File: src/verilog/fefc_pkg.sv
// shared constants and types of the fpu exception flag control block
package fefc_pkg;

  // ==========================================================
  // exception classes and word layouts
  localparam int NUM_EXC = 6;
  localparam int EXC_INV = 0;
  localparam int EXC_DENORM = 1;
  localparam int EXC_ZDIV = 2;
  localparam int EXC_OVF = 3;
  localparam int EXC_UNF = 4;
  localparam int EXC_PREC = 5;
  localparam int WORD_W = 16;
  localparam int SW_INV_BIT = 0;
  localparam int SW_STKFLT_BIT = 6;
  localparam int SW_SUMMARY_BIT = 7;
  localparam int SW_CC1_BIT = 9;
  localparam int CW_INV_MASK_BIT = 0;
  localparam logic [15:0] CW_RESET = 16'h003f;
  localparam logic [15:0] SW_RESET = 16'h0000;
  localparam logic [15:0] SW_CLR_MASK = 16'h00ff;
  localparam logic [15:0] SW_W1C_MASK = 16'h02ff;
  localparam logic [1:0] TAG_EMPTY = 2'h3;

  // ==========================================================
  // register map and bus codes
  localparam int ADDR_W = 8;
  localparam logic [7:0] ADDR_CTRL = 8'h00;
  localparam logic [7:0] ADDR_STATUS = 8'h04;
  localparam logic [7:0] ADDR_ISTAT = 8'h08;
  localparam logic [7:0] ADDR_IEN = 8'h0c;
  localparam logic [7:0] ADDR_ICLR = 8'h10;
  localparam logic [1:0] HTRANS_NONSEQ = 2'h2;
  localparam logic [2:0] HSIZE_WORD = 3'h2;
  localparam logic HRESP_OKAY = 1'h0;

  // ==========================================================
  // interrupt events
  localparam int NUM_EV = 3;
  localparam int EV_SERVICE = 0;
  localparam int EV_STACK = 1;
  localparam int EV_EXC = 2;

  // ==========================================================
  // types
  typedef enum logic [4:0] {
    OP_ARITH, OP_NONARITH, OP_LOAD_OPERAND, OP_STORE_OPERAND,
    OP_CHECK, OP_LOAD_CW, OP_STORE_CW, OP_STORE_SW, OP_SAVE,
    OP_RESTORE, OP_XSAVE, OP_XRESTORE, OP_INIT, OP_CLEAR,
    OP_LEGACY_EN, OP_LEGACY_DIS, OP_LEGACY_PM
  } fefc_op_t;

  typedef enum logic [1:0] {
    FMT_REG, FMT_EXT, FMT_SINGLE, FMT_DOUBLE
  } fefc_fmt_t;

  typedef enum logic {BUS_IDLE, BUS_DATA} fefc_bus_t;

endpackage

File: src/verilog/fefc_top.sv
// fpu exception flag and mask control with ahb-lite register access
//
// The AHB-Lite register port and the register offsets were left to the implementer.
`timescale 1ns/1ns
module fefc_top
  import fefc_pkg::*;
(
  // clock and reset
  input wire logic sys_clk,
  input wire logic rst_n,
  // ahb-lite slave
  input wire logic hsel,
  input wire logic [31:0] haddr,
  input wire logic [1:0] htrans,
  input wire logic hwrite,
  input wire logic [2:0] hsize,
  input wire logic [31:0] hwdata,
  input wire logic hready,
  output logic [31:0] hrdata,
  output logic hreadyout,
  output logic hresp,
  // instruction from the stream
  input wire logic insnValid,
  input wire fefc_op_t insnOp,
  input wire logic insnNoWait,
  input wire fefc_fmt_t insnFmt,
  input wire logic insnSrcRead,
  input wire logic [1:0] insnSrcTag,
  input wire logic insnDstLoad,
  input wire logic [1:0] insnDstTag,
  input wire logic [NUM_EXC-1:0] insnExc,
  input wire logic [WORD_W-1:0] insnCtrlIn,
  input wire logic [WORD_W-1:0] insnStatusIn,
  // results to the stream
  output logic insnDone,
  output logic serviceReq,
  output logic keepStack,
  output logic storeValid,
  output logic [WORD_W-1:0] ctrlWordOut,
  output logic [WORD_W-1:0] statusWordOut,
  // interrupt
  output logic irq
);

  // ==========================================================
  // state
  typedef struct packed {
    logic [WORD_W-1:0] cw;
    logic [WORD_W-1:0] sw;
    logic [NUM_EV-1:0] ien;
    fefc_bus_t bus;
    logic [ADDR_W-1:0] busAddr;
    logic busWrite;
    logic busOk;
    logic hreadyout;
    logic [31:0] hrdata;
    logic insnDone;
    logic serviceReq;
    logic keepStack;
    logic storeValid;
    logic [WORD_W-1:0] ctrlOut;
    logic [WORD_W-1:0] statusOut;
    logic irq;
  } fefc_state_t;

  localparam fefc_state_t ST_RESET = '{
    cw: CW_RESET,
    sw: SW_RESET,
    ien: '0,
    bus: BUS_IDLE,
    busAddr: '0,
    busWrite: 1'b0,
    busOk: 1'b0,
    hreadyout: 1'b1,
    hrdata: '0,
    insnDone: 1'b0,
    serviceReq: 1'b0,
    keepStack: 1'b0,
    storeValid: 1'b0,
    ctrlOut: '0,
    statusOut: '0,
    irq: 1'b0
  };

  fefc_state_t st_r;
  fefc_state_t st_nxt;

  // ==========================================================
  // instruction decode
  logic isOperandOp;
  logic isArith;
  logic twoForm;
  logic isLegacy;
  logic waitExempt;
  logic pending;
  logic blocked;
  logic execNow;
  logic stkUnder;
  logic stkOver;
  logic stkFault;
  logic invRaised;
  logic invUnmasked;
  logic [NUM_EXC-1:0] excRaised;

  assign isOperandOp = insnOp inside {OP_ARITH, OP_NONARITH,
                                      OP_LOAD_OPERAND, OP_STORE_OPERAND};
  // single and double moves convert, extended and register moves do not
  assign isArith = (insnOp == OP_ARITH) ||
                   ((insnOp inside {OP_LOAD_OPERAND, OP_STORE_OPERAND}) &&
                    (insnFmt inside {FMT_SINGLE, FMT_DOUBLE}));
  assign twoForm = insnOp inside {OP_STORE_CW, OP_STORE_SW, OP_SAVE,
                                  OP_INIT, OP_CLEAR};
  assign isLegacy = insnOp inside {OP_LEGACY_EN, OP_LEGACY_DIS,
                                   OP_LEGACY_PM};
  assign waitExempt = isLegacy || (twoForm && insnNoWait);
  assign pending = |(st_r.sw[NUM_EXC-1:0] &
                     ~st_r.cw[NUM_EXC-1:0]);
  assign blocked = insnValid && !waitExempt && pending;
  assign execNow = insnValid && !blocked;
  assign stkUnder = isOperandOp && insnSrcRead &&
                    (insnSrcTag == TAG_EMPTY);
  assign stkOver = isOperandOp && insnDstLoad &&
                   (insnDstTag != TAG_EMPTY);
  assign stkFault = stkUnder || stkOver;
  // operand-related classes only reach the flags from arithmetic ops
  assign excRaised = isArith ? insnExc : '0;
  assign invRaised = stkFault || excRaised[EXC_INV];
  assign invUnmasked = isOperandOp && invRaised &&
                       !st_r.cw[CW_INV_MASK_BIT];

  // ==========================================================
  // register read and interrupt status
  logic busWrEn;
  logic [31:0] rdValue;
  logic [NUM_EV-1:0] evSet;
  logic [NUM_EV-1:0] evClr;
  logic [NUM_EV-1:0] evBits;

  assign busWrEn = (st_r.bus == BUS_DATA) && st_r.busWrite && st_r.busOk;
  assign rdValue = (st_r.busAddr == ADDR_CTRL) ? 32'(st_r.cw) :
                   (st_r.busAddr == ADDR_STATUS) ? 32'(st_r.sw) :
                   (st_r.busAddr == ADDR_ISTAT) ? 32'(evBits) :
                   (st_r.busAddr == ADDR_IEN) ? 32'(st_r.ien) : '0;

  assign evSet[EV_SERVICE] = blocked || (execNow && invUnmasked);
  assign evSet[EV_STACK] = execNow && stkFault;
  assign evSet[EV_EXC] = execNow && ((excRaised != '0) || stkFault);
  assign evClr = (busWrEn && (st_r.busAddr == ADDR_ICLR)) ?
                 hwdata[NUM_EV-1:0] : '0;

  fefc_sticky #(
    .WIDTH(NUM_EV)
  ) u_events (
    .sys_clk(sys_clk),
    .rst_n(rst_n),
    .setBits(evSet),
    .clrBits(evClr),
    .bits(evBits)
  );

  // ==========================================================
  // next state
  always_comb
  begin
    st_nxt = st_r;
    st_nxt.insnDone = 1'b0;
    st_nxt.serviceReq = 1'b0;
    st_nxt.keepStack = 1'b0;
    st_nxt.storeValid = 1'b0;
    // one wait state per transfer keeps reads behind earlier writes
    case (st_r.bus)
      BUS_IDLE:
      begin
        if (hsel && hready && (htrans == HTRANS_NONSEQ))
        begin
          st_nxt.bus = BUS_DATA;
          st_nxt.busAddr = haddr[ADDR_W-1:0];
          st_nxt.busWrite = hwrite;
          st_nxt.busOk = (hsize == HSIZE_WORD);
          st_nxt.hreadyout = 1'b0;
        end
      end
      BUS_DATA:
      begin
        st_nxt.bus = BUS_IDLE;
        st_nxt.hreadyout = 1'b1;
        st_nxt.hrdata = (st_r.busWrite || !st_r.busOk) ? '0 : rdValue;
      end
      default:
      begin
        st_nxt.bus = BUS_IDLE;
        st_nxt.hreadyout = 1'b1;
      end
    endcase
    if (busWrEn && (st_r.busAddr == ADDR_CTRL))
      st_nxt.cw = hwdata[WORD_W-1:0];
    if (busWrEn && (st_r.busAddr == ADDR_STATUS))
      st_nxt.sw = st_r.sw & ~(hwdata[WORD_W-1:0] & SW_W1C_MASK);
    if (busWrEn && (st_r.busAddr == ADDR_IEN))
      st_nxt.ien = hwdata[NUM_EV-1:0];
    // instruction effects follow the bus so a flag set wins its clear
    if (blocked)
      st_nxt.serviceReq = 1'b1;
    else if (execNow)
    begin
      st_nxt.insnDone = 1'b1;
      case (insnOp)
        OP_LOAD_CW:
          st_nxt.cw = insnCtrlIn;
        OP_RESTORE, OP_XRESTORE:
        begin
          st_nxt.cw = insnCtrlIn;
          st_nxt.sw = insnStatusIn;
        end
        OP_STORE_CW:
        begin
          st_nxt.ctrlOut = st_r.cw;
          st_nxt.storeValid = 1'b1;
        end
        OP_STORE_SW:
        begin
          st_nxt.statusOut = st_r.sw;
          st_nxt.storeValid = 1'b1;
        end
        OP_SAVE, OP_XSAVE:
        begin
          st_nxt.ctrlOut = st_r.cw;
          st_nxt.statusOut = st_r.sw;
          st_nxt.storeValid = 1'b1;
          if (insnOp == OP_SAVE)
          begin
            st_nxt.cw = CW_RESET;
            st_nxt.sw = SW_RESET;
          end
        end
        OP_INIT:
        begin
          st_nxt.cw = CW_RESET;
          st_nxt.sw = SW_RESET;
        end
        OP_CLEAR:
          st_nxt.sw = st_nxt.sw & ~SW_CLR_MASK;
        OP_ARITH, OP_NONARITH, OP_LOAD_OPERAND, OP_STORE_OPERAND:
        begin
          // flag index equals class index, invalid first
          st_nxt.sw[NUM_EXC-1:0] = st_nxt.sw[NUM_EXC-1:0] |
                                   excRaised;
          if (stkFault)
          begin
            st_nxt.sw[SW_INV_BIT] = 1'b1;
            st_nxt.sw[SW_STKFLT_BIT] = 1'b1;
            st_nxt.sw[SW_CC1_BIT] = stkOver;
          end
          // stack fault flag untouched on a plain invalid operand
          if (invUnmasked)
          begin
            st_nxt.serviceReq = 1'b1;
            st_nxt.keepStack = 1'b1;
          end
        end
        default:
        begin
          // legacy opcodes and the check op leave the control and status words alone
          st_nxt.cw = st_nxt.cw;
        end
      endcase
    end
    st_nxt.sw[SW_SUMMARY_BIT] = |st_nxt.sw[NUM_EXC-1:0];
    st_nxt.irq = |(evBits & st_r.ien);
  end

  always_ff @(posedge sys_clk or negedge rst_n)
  begin
    if (!rst_n)
      st_r <= ST_RESET;
    else
      st_r <= st_nxt;
  end

  // ==========================================================
  // outputs
  assign hrdata = st_r.hrdata;
  assign hreadyout = st_r.hreadyout;
  assign hresp = HRESP_OKAY;
  assign insnDone = st_r.insnDone;
  assign serviceReq = st_r.serviceReq;
  assign keepStack = st_r.keepStack;
  assign storeValid = st_r.storeValid;
  assign ctrlWordOut = st_r.ctrlOut;
  assign statusWordOut = st_r.statusOut;
  assign irq = st_r.irq;
endmodule

File: src/verilog/fefc_sticky.sv
// sticky event bits with set-over-clear priority
`timescale 1ns/1ns
module fefc_sticky
  import fefc_pkg::*;
#(
  parameter int WIDTH = NUM_EV
)
(
  // clock and reset
  input wire logic sys_clk,
  input wire logic rst_n,
  // event and clear strobes
  input wire logic [WIDTH-1:0] setBits,
  input wire logic [WIDTH-1:0] clrBits,
  // sticky state
  output logic [WIDTH-1:0] bits
);

  // ==========================================================
  // elaboration check
  if (WIDTH < 1)
  begin : g_bad_width
    $error("fefc_sticky needs WIDTH of at least one");
  end

  // ==========================================================
  // state
  typedef struct packed {
    logic [WIDTH-1:0] bits;
  } fefc_stk_state_t;

  fefc_stk_state_t st_r;
  fefc_stk_state_t st_nxt;

  // an event in the clearing cycle must survive
  always_comb
  begin
    st_nxt = st_r;
    st_nxt.bits = (st_r.bits & ~clrBits) | setBits;
  end

  always_ff @(posedge sys_clk or negedge rst_n)
  begin
    if (!rst_n)
      st_r <= '0;
    else
      st_r <= st_nxt;
  end

  assign bits = st_r.bits;
endmodule

File: config.mk
export PLATFORM = sky130hd
export DESIGN_NAME = fefc_top
export DESIGN_NICKNAME = d
export VERILOG_FILES = /design/src/verilog/fefc_pkg.sv /design/src/verilog/fefc_top.sv /design/src/verilog/fefc_sticky.sv
export SDC_FILE = /design/constraint.sdc
export NUM_CORES = 1
export LEC_CHECK = 0
export BUFFER_PORTS_ARGS = -buffer_cell sky130_fd_sc_hd__buf_4
export CORE_AREA = 4 4 95 141
export CTS_CLUSTER_DIAMETER = 60
export DETAILED_ROUTE_END_ITERATION = 12
export DIE_AREA = 0 0 99 145
export GPL_TIMING_DRIVEN = 0
export PLACE_DENSITY_LB_ADDON = 0.3
export SYNTH_ARGS = -nofsm -noshare
export SYNTH_HDL_FRONTEND = slang
export SYNTH_SLANG_ARGS = --single-unit
export TNS_END_PERCENT = 1
File: constraint.sdc
create_clock -name sys_clk -period 2.9 [get_ports sys_clk]
set_clock_uncertainty 0.05 [all_clocks]
set_input_delay 0.58 -clock sys_clk [delete_from_list [all_inputs] [get_ports sys_clk]]
set_output_delay 0.58 -clock sys_clk [all_outputs]
set_load 0.01 [all_outputs]
==> flow_summary_export.csv <==
group,metric,value,unit
logic_synthesis,synth_compound_area_share,14.2,%
clock_network,cts_tree,"built",
global_route,grt_pass1_wl,23.8,mm
routing,post_drt_wl_per_cell,17.9,um
sta,slew_headroom,30.3,%
placed_design,portBuffers,137,
sta,finalHoldViolations,0,
setup_path,crit_fanout,10,
logic_synthesis,synth_edf_count,0,
sta,setup_viol,0,
final_layout,multi_input_area,2100,um2
logic_synthesis,synth_commonest_cells,"dfrtp_1 (96), buf_4 (67), nand2_1 (56)",
clock_network,cts_root_buffer,"clkbuf_16",
global_route,grt_use_total,20.7,%
logic_synthesis,synth_ff_type,"dfrtp_1",
clock_network,clk_latency,340,ps
routing,vias_per_cell,5.17,
final_layout,syn_to_final_growth,29.8,%
power_and_ir_drop,power.internal,3580,uW
routing,wl,14.9,mm
outcome,outcome,"complete, no violations",
logic_synthesis,synth.avg_cell_area,10.5,um2
floorplan,die_y,145,um
logic_synthesis,synth_seq_area_share,48.2,%
final_layout,fillers,1064,
logic_synthesis,synth_cell_types,54,
floorplan,dieArea,14400,um2
logic_synthesis,synth_top_cell_area_share,44.8,%
sta,tightest_slew,1040,ps
floorplan,io-pin-count,198,
logic_synthesis,synth_fa_ha_area_share,0.187,%
logic_synthesis,yosys.area.top_type,"dfrtp_1",
logic_synthesis,synth_area,5360,um2
floorplan,coreArea,12100,um2
routing,post-route-drc-count,0,
logic_synthesis,async_flop_share,100,%
clock_network,clock_path_buffers,2,
flow_run,cap_viol_max_count,0,
final_layout,drive_gt1_share,40.8,%
power_and_ir_drop,p_switching,1630,uW
final_layout,final_area,6960,um2
clock_network,clk_pin_slew,70,ps
final_layout,postLayoutCoreUtil,57.6,%
clock_network,postCtsSetupRepairBufs,0,
sta,max_freq,0.370,GHz
final_layout,layout.area.seq,2590,um2
global_route,antenna_found_initial,0,
power_and_ir_drop,p_seq_share,43.9,%
floorplan,start_util,44.4,%
logic_synthesis,syn_inst,511,
logic_synthesis,synthSimpleGateAreaFrac,11.5,%
final_layout,nNetsFinal,803,
floorplan,dieWidth,99,um
final_layout,final_cells,834,
routing,dr.pass1.iters,5,
power_and_ir_drop,clockPowerShare,22.3,%
setup_path,critPathRequiredTime,3020,ps
setup_path,worstPathArrival,2820,ps
global_route,grt_max_degree,104,
logic_synthesis,synth_seq_cells,103,
floorplan,rows,49,
power_and_ir_drop,max-vdd-ir-drop,305,uV
power_and_ir_drop,p_sw_share,31.3,%
placed_design,gp_congestion,0.883,
placed_design,dp_cells,817,
logic_synthesis,synth_most_common_cell,"dfrtp_1",
routing,num_vias,4313,
clock_network,ctsResizeCount,0,
routing,drtIter0Drc,218,
final_layout,diodes,0,
worst_hold_path,hp-class,"in2async",
power_and_ir_drop,combPwrFrac,33.9,%
logic_synthesis,ys.warnings.count,0,
logic_synthesis,yosys.area_share.xor_xnor,0,%
sta,final_max_slew_viol_count,0,
logic_synthesis,synthTopCellsByArea,"dfrtp_1 (45%), buf_4 (9.4%), mux2_4 (5.6%)",
routing,drtAntennaViolNets,0,
clock_network,hold_buffers,0,
setup_path,criticalPathCategory,"reg2reg",
power_and_ir_drop,power_density,748,nW/um2
global_route,grt_pass1_vias,4586,
sta,period_share,93.1,%
sta,fin_tns_setup,0,ps
placed_design,placed_cell_area,6640,um2
sta,period_needed,2700,ps
setup_path,critPathLaunchType,"flip-flop",
clock_network,cts.sinks,103,
logic_synthesis,synth_top_family_by_area,"compound AO/OA/AOI/OAI gates",
power_and_ir_drop,p_leak,0.00359,uW
sta,grt_setup_unrepaired,"false",
placed_design,dpl.hpwl,11.6,mm
logic_synthesis,synth.area.mux_share,12.0,%
clock_network,numCtsBuffers,9,
global_route,overflow,0,
clock_network,htreeDepth,3,
setup_path,endpoint_kind,"flip-flop",
## worst max-delay path, stage by stage, from the launching register on
cell and delay (ps):
dfstp_2 600, nand2b_1 130, o2111ai_1 170, o211ai_2 310, nand3b_4 170, a21oi_1 830
o21ai_0 250
## final cells by class
cell class,instances,area share [%]
timing repair buffer,138,15.2
multi-input combinational,307,30.2
buffer,87,8.97
clock buffer,12,3.69
inverter,30,1.62
sequential,103,37.2
clock inverter,4,0.414
tap,153,2.75
## state kept, by name, summed over array words and instances, names as in the netlist
| name | count |
|---|---|
| u_events.bits | 3 |
| insnDone | 1 |
| keepStack | 1 |
| st_r | 46 |
| hrdata | 16 |
| hreadyout | 1 |
| serviceReq | 1 |
| storeValid | 1 |
| ctrlWordOut | 16 |
| irq | 1 |
| statusWordOut | 16 |
## final timing paths
check | start | to | slack [ps] | cells after the start
worst max-delay path | st_r[101]$_DFF_PN1_ | st_r[111]$_DFF_PN0_ | 200 | 6
worst min-delay path | rst_n | hrdata[11]$_DFFE_PN0P_ | 210 | 2
worst max register to register | st_r[101]$_DFF_PN1_ | st_r[111]$_DFF_PN0_ | 200 | 6
worst min register to register | st_r[71]$_DFFE_PN0P_ | st_r[71]$_DFFE_PN0P_ | 440 | 2
max in group asynchronous | rst_n | hreadyout$_DFFE_PN1P_ | 2190 | 2
min in group sys_clk | haddr[2] | st_r[74]$_DFFE_PN0P_ | 370 | 3
## cells by family after synthesis
kind of cell,after synthesis
adders and majority gates,1
buffers and inverters,117
and+or+nand+nor,118
AOI/OAI and AO/OA,118
DFF,103
muxes,53
other,1
## per-stage QoR
stage | hold WS [ps] | setup slack [ps] | power [uW]
floorplan | 234 | 716 | 3310
global placement | 419 | 124 | 4000
detailed placement | 429 | 46.0 | 4070
CTS | 372 | 168 | 5230
global route | 259 | 10.6 | 5480
finish | 209 | 199 | 5210
## metal layers
metal	GRT usage (%)	routed length, um
met1	24.1	5650
met2	37.9	8070
met3	3.17	852
met4	7.45	325
met5	0	0
## placed cells by master (no fill, tap or decap), types with 2 or more instances in the layout
master	count
a21boi_0	2
a21o_1	3
a21oi_1	15
a22o_1	9
a22oi_1	19
and2_1	3
and3_1	4
buf_2	6
buf_4	203
buf_6	4
clkbuf_1	10
clkbuf_16	9
clkbuf_8	2
clkinvlp_4	2
conb_1	17
dfrtp_1	96
dfstp_2	7
inv_1	30
mux2_2	12
mux2_4	20
mux2i_1	21
nand2_1	56
nand2b_1	10
nand3_1	4
nand3b_1	2
nand4_1	3
nor2_1	16
nor2b_1	2
nor3_1	3
nor3b_1	3
o211ai_1	3
o21a_1	2
o21ai_0	29
o21ai_1	2
o22ai_1	27
## power groups by stage
stage          Sequential (uW)  Clock [uW]  Combinational, uW
6_report                  2280        1160               1760
5_1_grt                   2330        1230               1910
4_1_cts                   2280        1180               1780
3_5_place_dp              2300           0               1770
3_3_place_gp              2280           0               1720
2_1_floorplan             2150           0               1160
Power figures use the tool's default switching activity.
